<file path="src/sapp_pkg.sv">
package sapp_pkg;
    // Clock rate and derived cycle counts.
    localparam int CLK_PERIOD_NS    = 100;
    localparam int REACQ_NS         = 30;
    localparam int REACQ_CYC        = (REACQ_NS + CLK_PERIOD_NS - 1) / CLK_PERIOD_NS;
    localparam int EOC_MAX_NS       = 110;
    localparam int EOC_MAX_CYC      = (EOC_MAX_NS / CLK_PERIOD_NS) < 1 ? 1
                                      : (EOC_MAX_NS / CLK_PERIOD_NS);
    localparam int CONV_WAIT_NS     = 530;
    localparam int CONV_WAIT_CYC    = (CONV_WAIT_NS + CLK_PERIOD_NS - 1) / CLK_PERIOD_NS;
    localparam int PWRUP_NS         = 25000;
    localparam int PWRUP_CYC        = (PWRUP_NS + CLK_PERIOD_NS - 1) / CLK_PERIOD_NS;
    // Read stays low until the bus has passed both synchroniser stages.
    localparam int RD_LOW_CYC       = 3;
    localparam int TIMEOUT_CYC      = 64;
    localparam int DATA_W           = 8;
    localparam int CHAN_W           = 3;
    localparam int CNT_W            = 16;
    localparam logic [CHAN_W-1:0] CHAN_RST = 3'h0;
    localparam logic [DATA_W-1:0] DATA_RST = 8'h00;

    typedef enum logic [5:0] {
        SAPP_IDLE  = 6'b000001,
        SAPP_PWRUP = 6'b000010,
        SAPP_CONV  = 6'b000100,
        SAPP_WAIT  = 6'b001000,
        SAPP_READ  = 6'b010000,
        SAPP_REACQ = 6'b100000
    } sapp_state_t;
endpackage : sapp_pkg

</file>
<file path="src/sapp_stream_if.sv">
`timescale 1ns/100ps
interface sapp_stream_if #(parameter int W = 11);
    logic         valid;
    logic         ready;
    logic [W-1:0] data;
    modport src (output valid, output data, input ready);
    modport snk (input valid, input data, output ready);
endinterface : sapp_stream_if

</file>
<file path="src/sapp_buf2.sv">
`timescale 1ns/100ps
// Two-entry buffer; a receiver stall holds words until both slots fill.
module sapp_buf2 #(
    parameter int W = 11
) (
    input  wire logic clock,
    input  wire logic resetn,
    sapp_stream_if.snk in_s,
    sapp_stream_if.src out_s
);
    logic [W-1:0] mem_reg [2];
    logic [W-1:0] mem_next [2];
    logic         wp_reg, wp_next, rp_reg, rp_next;
    logic [1:0]   cnt_reg, cnt_next;
    logic         push, pop;

    assign in_s.ready  = (cnt_reg != 2'h2);
    assign out_s.valid = (cnt_reg != 2'h0);
    assign out_s.data  = mem_reg[rp_reg];

    always_comb begin
        push     = in_s.valid && in_s.ready;
        pop      = out_s.valid && out_s.ready;
        mem_next = mem_reg;
        wp_next  = wp_reg;
        rp_next  = rp_reg;
        cnt_next = cnt_reg;
        if (push) begin
            mem_next[wp_reg] = in_s.data;
            wp_next          = ~wp_reg;
        end
        if (pop) begin
            rp_next = ~rp_reg;
        end
        if (push && !pop) begin
            cnt_next = cnt_reg + 2'h1;
        end else if (pop && !push) begin
            cnt_next = cnt_reg - 2'h1;
        end
    end

    always_ff @(posedge clock or negedge resetn) begin
        if (!resetn) begin
            mem_reg[0] <= '0;
            mem_reg[1] <= '0;
            wp_reg     <= 1'b0;
            rp_reg     <= 1'b0;
            cnt_reg    <= 2'h0;
        end else begin
            mem_reg <= mem_next;
            wp_reg  <= wp_next;
            rp_reg  <= rp_next;
            cnt_reg <= cnt_next;
        end
    end

    AST_NO_OVERFLOW: assert property (@(posedge clock) disable iff (!resetn)
        cnt_reg != 2'h3) else $error("buffer count out of range");
endmodule : sapp_buf2

</file>
<file path="src/sapp_host.sv">
`timescale 1ns/100ps
// ***************************************************************
// How it works
// ***************************************************************
// How it works
// - The result is sampled from the data bus while chip select and read are both low.
// - Chip select may be held low with read alone gating data; option hold_cs_low.
// - Chip select and read may be taken from end-of-conversion; option eoc_gated_read.
// - The channel number goes out on the three low select lines during the read.
// - In the gated-read mode without hold_cs_low the host drives only convert-start, unless the timeout fires and it pulls chip select and read low.
// - End-of-conversion is treated as an edge-triggered request.
// - Convert-start still low at the end-of-conversion rise picks power-down, else high speed.
// - In high-speed mode no new conversion starts until 30 ns after a read ends.
module sapp_host
    import sapp_pkg::*;
#(
    parameter int PWRUP_CYCLES = PWRUP_CYC
) (
    // Clock and reset.
    input  wire logic              clock,
    input  wire logic              resetn,
    // Request side.
    input  wire logic              req_valid,
    input  wire logic [CHAN_W-1:0] req_channel,
    input  wire logic              req_powerdown,
    input  wire logic              hold_cs_low,
    input  wire logic              eoc_gated_read,
    output logic                   req_ready,
    // Result side.
    output logic                   res_valid,
    output logic [DATA_W-1:0]      res_data,
    output logic [CHAN_W-1:0]      res_channel,
    input  wire logic              res_ready,
    output logic                   timeout_err,
    // Converter pins.
    output logic                   convert_start_n,
    output logic                   cs_n,
    output logic                   rd_n,
    output logic                   channel_sel_bit0,
    output logic                   channel_sel_bit1,
    output logic                   channel_sel_bit2,
    input  wire logic              eoc_n,
    input  wire logic [DATA_W-1:0] db_in
);
    localparam int BW = DATA_W + CHAN_W;

    sapp_stream_if #(.W(BW)) fill_s ();
    sapp_stream_if #(.W(BW)) drain_s ();

    sapp_buf2 #(.W(BW)) u_buf (
        .clock  (clock),
        .resetn (resetn),
        .in_s   (fill_s),
        .out_s  (drain_s)
    );

    // ***************************************************************
    // Pin synchronisers
    // ***************************************************************
    logic              eoc_s1_reg, eoc_s2_reg, eoc_s3_reg;
    logic [DATA_W-1:0] db_s1_reg, db_s2_reg;

    always_ff @(posedge clock or negedge resetn) begin
        if (!resetn) begin
            eoc_s1_reg <= 1'b1;
            eoc_s2_reg <= 1'b1;
            eoc_s3_reg <= 1'b1;
            db_s1_reg  <= DATA_RST;
            db_s2_reg  <= DATA_RST;
        end else begin
            eoc_s1_reg <= eoc_n;
            eoc_s2_reg <= eoc_s1_reg;
            eoc_s3_reg <= eoc_s2_reg;
            db_s1_reg  <= db_in;
            db_s2_reg  <= db_s1_reg;
        end
    end

    // The pulse may be shorter than a cycle; a missed edge is covered by the timeout.
    logic eoc_fall;
    assign eoc_fall = eoc_s3_reg && !eoc_s2_reg;

    // ***************************************************************
    // Control
    // ***************************************************************
    sapp_state_t       st_reg, st_next;
    logic [CNT_W-1:0]  cnt_reg, cnt_next;
    logic              pd_reg, pd_next;
    logic              gated_reg, gated_next;
    logic              conv_reg, conv_next;
    logic              cs_reg, cs_next;
    logic              rd_reg, rd_next;
    logic [CHAN_W-1:0] ch_reg, ch_next;
    logic              to_reg, to_next;
    logic              vld_reg, vld_next;
    logic [BW-1:0]     wd_reg, wd_next;

    assign fill_s.valid  = vld_reg;
    assign fill_s.data   = wd_reg;
    assign drain_s.ready = res_ready || !res_valid;

    always_comb begin
        st_next    = st_reg;
        cnt_next   = cnt_reg;
        pd_next    = pd_reg;
        gated_next = gated_reg;
        conv_next  = conv_reg;
        cs_next    = cs_reg;
        rd_next    = rd_reg;
        ch_next    = ch_reg;
        to_next    = 1'b0;
        vld_next   = vld_reg && !fill_s.ready;
        wd_next    = wd_reg;
        case (st_reg)
            SAPP_IDLE: begin
                cs_next = !hold_cs_low;
                if (req_valid && !vld_reg) begin
                    ch_next    = req_channel;
                    pd_next    = req_powerdown;
                    gated_next = eoc_gated_read;
                    if (pd_reg) begin
                        conv_next = 1'b1;
                        cnt_next  = CNT_W'(PWRUP_CYCLES);
                        st_next   = SAPP_PWRUP;
                    end else begin
                        conv_next = 1'b0;
                        cnt_next  = CNT_W'(TIMEOUT_CYC);
                        st_next   = SAPP_CONV;
                    end
                end
            end
            SAPP_PWRUP: begin
                cnt_next = cnt_reg - 16'h0001;
                if (cnt_reg == 16'h0001) begin
                    conv_next = 1'b0;
                    cnt_next  = CNT_W'(TIMEOUT_CYC);
                    st_next   = SAPP_CONV;
                end
            end
            SAPP_CONV: begin
                cnt_next = cnt_reg - 16'h0001;
                // High speed releases convert-start before the pulse; power-down keeps it low.
                if (!pd_reg) begin
                    conv_next = 1'b1;
                end
                if (eoc_fall) begin
                    if (gated_reg) begin
                        // The bus is only driven inside the pulse, so take it on the edge.
                        vld_next = 1'b1;
                        wd_next  = {ch_reg, db_s2_reg};
                        st_next  = SAPP_READ;
                        cnt_next = 16'h0000;
                    end else begin
                        cs_next  = 1'b0;
                        rd_next  = 1'b0;
                        cnt_next = CNT_W'(RD_LOW_CYC);
                        st_next  = SAPP_READ;
                    end
                end else if (cnt_reg == 16'h0001) begin
                    to_next   = 1'b1;
                    cs_next   = 1'b0;
                    rd_next   = 1'b0;
                    cnt_next  = CNT_W'(RD_LOW_CYC);
                    st_next   = SAPP_READ;
                end
            end
            SAPP_READ: begin
                cs_next  = !hold_cs_low;
                if (cnt_reg > 16'h0001) begin
                    cs_next  = 1'b0;
                    cnt_next = cnt_reg - 16'h0001;
                end else begin
                    rd_next  = 1'b1;
                    vld_next = vld_next || !gated_reg;
                    wd_next  = gated_reg ? wd_reg : {ch_reg, db_s2_reg};
                    // The pin was held low through the pulse rise, fixing power-down.
                    conv_next = pd_reg ? 1'b0 : 1'b1;
                    cnt_next  = CNT_W'(REACQ_CYC);
                    st_next   = SAPP_REACQ;
                end
            end
            SAPP_REACQ: begin
                cnt_next = cnt_reg - 16'h0001;
                if (cnt_reg == 16'h0001) begin
                    st_next = SAPP_IDLE;
                end
            end
            default: begin
                st_next = SAPP_IDLE;
            end
        endcase
    end

    always_ff @(posedge clock or negedge resetn) begin
        if (!resetn) begin
            st_reg    <= SAPP_IDLE;
            cnt_reg   <= 16'h0000;
            pd_reg    <= 1'b1;
            gated_reg <= 1'b0;
            conv_reg  <= 1'b1;
            cs_reg    <= 1'b1;
            rd_reg    <= 1'b1;
            ch_reg    <= CHAN_RST;
            to_reg    <= 1'b0;
            vld_reg   <= 1'b0;
            wd_reg    <= '0;
        end else begin
            st_reg    <= st_next;
            cnt_reg   <= cnt_next;
            pd_reg    <= pd_next;
            gated_reg <= gated_next;
            conv_reg  <= conv_next;
            cs_reg    <= cs_next;
            rd_reg    <= rd_next;
            ch_reg    <= ch_next;
            to_reg    <= to_next;
            vld_reg   <= vld_next;
            wd_reg    <= wd_next;
        end
    end

    // ***************************************************************
    // Output registers
    // ***************************************************************
    logic              rv_reg, rv_next;
    logic [BW-1:0]     rd_data_reg, rd_data_next;
    logic              rq_reg, rq_next;

    always_comb begin
        rv_next      = res_valid && !res_ready;
        rd_data_next = rd_data_reg;
        if (drain_s.valid && drain_s.ready) begin
            rv_next      = 1'b1;
            rd_data_next = drain_s.data;
        end
        rq_next = (st_next == SAPP_IDLE) && !vld_next;
    end

    always_ff @(posedge clock or negedge resetn) begin
        if (!resetn) begin
            rv_reg      <= 1'b0;
            rd_data_reg <= '0;
            rq_reg      <= 1'b0;
        end else begin
            rv_reg      <= rv_next;
            rd_data_reg <= rd_data_next;
            rq_reg      <= rq_next;
        end
    end

    assign res_valid        = rv_reg;
    assign res_data         = rd_data_reg[DATA_W-1:0];
    assign res_channel      = rd_data_reg[BW-1:DATA_W];
    assign req_ready        = rq_reg;
    assign timeout_err      = to_reg;
    assign convert_start_n  = conv_reg;
    assign cs_n             = cs_reg;
    assign rd_n             = rd_reg;
    assign channel_sel_bit0 = ch_reg[0];
    assign channel_sel_bit1 = ch_reg[1];
    assign channel_sel_bit2 = ch_reg[2];

    // ***************************************************************
    // Checks
    // ***************************************************************
    AST_START_FALL: assert property (@(posedge clock) disable iff (!resetn)
        (st_reg != SAPP_CONV) ##1 (st_reg == SAPP_CONV) |-> !convert_start_n)
        else $error("conversion entered without start low");
    AST_RD_NEEDS_CS: assert property (@(posedge clock) disable iff (!resetn)
        $fell(rd_n) |-> !cs_n)
        else $error("read asserted without chip select");
    AST_CHAN_STABLE: assert property (@(posedge clock) disable iff (!resetn)
        !rd_n |-> $stable({channel_sel_bit2, channel_sel_bit1, channel_sel_bit0}))
        else $error("channel changed during read");
    AST_REACQ_GAP: assert property (@(posedge clock) disable iff (!resetn)
        $rose(rd_n) |-> (st_reg == SAPP_REACQ) ##1 (st_reg != SAPP_CONV))
        else $error("conversion started inside reacquire time");
    AST_PD_LOW: assert property (@(posedge clock) disable iff (!resetn)
        (st_reg == SAPP_CONV && pd_reg) |-> !convert_start_n)
        else $error("power-down start released early");
    AST_HS_HIGH: assert property (@(posedge clock) disable iff (!resetn)
        (st_reg == SAPP_CONV && !pd_reg) |=> convert_start_n || st_reg != SAPP_CONV)
        else $error("high-speed start not released");
    AST_RESULT_PUSH: assert property (@(posedge clock) disable iff (!resetn)
        $rose(rd_n) |-> vld_reg)
        else $error("read ended without storing result");
    AST_PWRUP_START: assert property (@(posedge clock) disable iff (!resetn)
        (st_reg == SAPP_PWRUP) |-> convert_start_n)
        else $error("start low during power-up");
    AST_TIMEOUT_BOUND: assert property (@(posedge clock) disable iff (!resetn)
        $rose(st_reg == SAPP_CONV) |-> ##[1:70] (st_reg != SAPP_CONV))
        else $error("conversion never ended");

    COV_HS: cover property (@(posedge clock) st_reg == SAPP_READ && !pd_reg);
    COV_PD: cover property (@(posedge clock) st_reg == SAPP_PWRUP);
    COV_GATED: cover property (@(posedge clock) st_reg == SAPP_READ && gated_reg);
    COV_FULL: cover property (@(posedge clock) !fill_s.ready);
endmodule : sapp_host

</file>
<file path="config.mk">
export PLATFORM = sky130hd
export DESIGN_NAME = sapp_host
export DESIGN_NICKNAME = d
export VERILOG_FILES = /design/src/sapp_pkg.sv /design/src/sapp_stream_if.sv /design/src/sapp_buf2.sv /design/src/sapp_host.sv
export SDC_FILE = /design/constraint.sdc
export NUM_CORES = 1
export LEC_CHECK = 0
export BUFFER_PORTS_ARGS = -buffer_cell sky130_fd_sc_hd__buf_4
export CAP_MARGIN = 20
export CORE_MARGIN = 2
export CORE_UTILIZATION = 40
export CTS_BUF_LIST = sky130_fd_sc_hd__clkbuf_4 sky130_fd_sc_hd__clkbuf_8
export CTS_CLUSTER_SIZE = 8
export DETAILED_ROUTE_END_ITERATION = 7
export SLEW_MARGIN = 20
export SYNTH_ARGS = -nofsm -noshare
export SYNTH_HDL_FRONTEND = slang
export SYNTH_HIERARCHICAL = 1
export SYNTH_SLANG_ARGS = --single-unit
</file>
<file path="constraint.sdc">
create_clock -name clock -period 5.35 [get_ports clock]
set_input_delay 0.535 -clock clock [delete_from_list [all_inputs] [get_ports clock]]
set_output_delay 0.535 -clock clock [all_outputs]
set_load 0.05 [all_outputs]
</file>
==> results.json <==
{
  "outcome": "complete, no violations",
  "layout_common_cells": "93 x dfrtp_1, 38 x buf_4, 31 x mux2_2, 20 x mux2_4, 15 x nand2_1",
  "drt_wl_total_mm": 8.79,
  "largest_reg_flops": 22,
  "fin_nets": 412,
  "antennaDiodeCount": 0,
  "firstDrtPassIters": 4,
  "async_flop_share_pct": 100,
  "root_buffer": "clkbuf_8",
  "rows": 39,
  "clk_pin_slew_ns": 0.10,
  "drt_iter0_drc": 204,
  "fin_crit_sh_pct": 47.3,
  "dieArea_mm2": 0.0126,
  "maxCapViolations": 0,
  "fin_crit_ns": 2.53,
  "reg2reg_setup_slack_ns": 2.82,
  "grt_max_degree": 82,
  "gp_congestion": 0.870,
  "clock.fmax_ghz": 0.395,
  "end_kind": "flip-flop",
  "fillCellCount": 1061,
  "grt_pass1_vias": 2999,
  "synth_edf_count": 0,
  "antenna_found_initial": 0,
  "num_vias": 2894,
  "setup.worst_path.class": "reg2reg",
  "syn2layout_area_growth_pct": 11.4,
  "clock-skew-final_ns": 0.0134,
  "dpl.hpwl_mm": 5.94,
  "ios": 39,
  "yosysSeqAreaShare_pct": 54.1,
  "cts.path.max_buffers": 2,
  "powerDensity_mw_per_mm2": 345,
  "cp.arrival_ns": 2.79,
  "fin_tns_setup_ns": 0,
  "cts.hold.buffers_added": 0,
  "fp.dieW_um": 112,
  "postCtsSetupBuffers": 0,
  "p_leak_nw": 2.39,
  "cts_tree": "yes",
  "die_h_um": 112,
  "reg2reg_to": "fill_s.data[10]",
  "ir_worst_vdd_mv": 0.223,
  "rr_startpoint": "st_reg[5]",
  "grt_first_pass_wirelength_mm": 15.2,
  "ys_ff_latch": 101,
  "drive_above_1_share_pct": 36.2,
  "overflow": 0,
  "yosys_warnings": 6,
  "final_cell_area_mm2": 0.00523,
  "hold_viol": 0,
  "synth_fp_nets": 376,
  "wl_per_cell_um": 16.3,
  "ys.flop_type": "dfrtp_1",
  "cts_resized": 0,
  "clock_latency_ns": 0.37,
  "netlist_instances": 354,
  "initial_core_util_pct": 41.1,
  "relSlewSlack_pct": 49.2,
  "path_max_fanout": 11,
  "hp-class": "in2async",
  "reg2regPathDepth": 5,
  "synth_area_per_cell_um2": 13.3,
  "numPortBuffers": 38,
  "numCtsBuffers": 9,
  "clock_sinks": 101,
  "synth_area_mm2": 0.00469,
  "routed_via_density": 5.38,
  "drc": 0,
  "post_dp_cell_area_mm2": 0.00504,
  "startpoint_type": "flip-flop",
  "grt_util_all_layers_pct": 15.2,
  "final_antenna_net_count": 0,
  "htree_num_levels": 3,
  "ys_types": 75,
  "drv_slew": 0,
  "worstMarginPinSlew_ns": 0.756,
  "core_mm2": 0.0114,
  "final_common_cell": "dfrtp_1",
  "worstPathRequired_ns": 5.61,
  "setup_viol": 0,
  "rsz0062_at_grt": "false"
}
==> metrics by stage <==
step	cells	hold slack, ns	setup slack [ns]	total power, W	utilization [%]
CTS	538	0.0155	2.77	0.00184	45.8
global placement	522	0.336	2.88	0.00135	44.1
finish	538	0.0283	2.82	0.00181	45.8
detailed placement	522	0.335	2.80	0.00136	44.1
floorplan	354	0.239	3.38	0.00124	-
global route	538	0.0284	2.64	0.00191	45.8
==> layer usage <==
metal  wire (µm)  global-route usage [%]  vias to the layer above
met1        4020                    20.4                     1455
met3         424                    4.21                        4
met4          53                    5.04                        0
met5           0                       0                        -
li1            -                       -                     1367
met2        4290                    23.9                       68
==> cell families (layout without fill, tap and decap cells) <==
family,after synthesis,after routing,share of synthesized area (%)
buffers and inverters,24,65,3.49
adders and majority gates,3,3,0.800
and+or+nand+nor,90,90,13.1
DFF,101,101,54.1
muxes,62,62,16.4
xor gates and xnor gates,7,7,1.31
other,1,1,0.0799
AOI/OAI and AO/OA,66,66,10.7
==> worst max-delay path, cell delays in order (launching register included) <==
cell and delay (ns):
dfrtp_1 0.53, nor3_4 0.24, nand3_2 0.21, or3_1 0.44, a21oi_2 0.60, mux2_2 0.40
==> cell usage after synthesis, types with 4 or more instances <==
| master | number | area [µm²] |
|---|---|---|
| dfrtp_1 | 93 | 2330 |
| mux2_2 | 31 | 349 |
| mux2_4 | 20 | 300 |
| nand2_1 | 15 | 56.3 |
| o21ai_0 | 11 | 55.1 |
| a21oi_1 | 10 | 50.1 |
| inv_1 | 10 | 37.5 |
| mux2_1 | 10 | 113 |
| nor2_1 | 10 | 37.5 |
| nor3_1 | 9 | 45.0 |
| dfstp_2 | 8 | 210 |
| o31ai_1 | 7 | 52.6 |
| buf_6 | 6 | 67.6 |
| nand3_1 | 6 | 30.0 |
| and2_1 | 4 | 25.0 |
| buf_2 | 4 | 20.0 |
| nand2b_1 | 4 | 25.0 |
| nor2b_1 | 4 | 25.0 |
| nor4_4 | 4 | 85.1 |
| o21ai_1 | 4 | 20.0 |
| o22ai_1 | 4 | 25.0 |
| o2bb2a_1 | 4 | 40.0 |
| xor2_1 | 4 | 35.0 |
==> area by class of cell <==
cell class	instances	area (µm²)	share of cell area, %
Clock inverter	7	62.6	1.20
Tap cell	143	179	3.42
Timing Repair Buffer	39	297	5.67
Inverter	10	37.5	0.718
Clock buffer	9	124	2.37
Sequential cell	101	2540	48.5
Multi-Input combinational cell	229	1990	38.1
==> report_power, final <==
part	total, W	internal, W	switching [W]
Clock	0.000462	0.000181	0.000281
Combinational	0.000391	0.000167	0.000224
Sequential	0.000952	0.000848	0.000105
==> how the worst max path moves through the flow <==
stage	start	to	slack (ns)
final	st_reg[5]	fill_s.data[10]	2.82
after global routing	st_reg[5]	fill_s.data[10]	2.64
after CTS	st_reg[5]	fill_s.data[10]	2.77
after detailed placement	st_reg[5]	fill_s.data[3]	2.80
after global placement	cnt_reg[4]	fill_s.data[10]	2.88
after floorplan	st_reg[5]	fill_s.data[8]	3.38
Note: power is estimated with default switching activity, not from simulation.
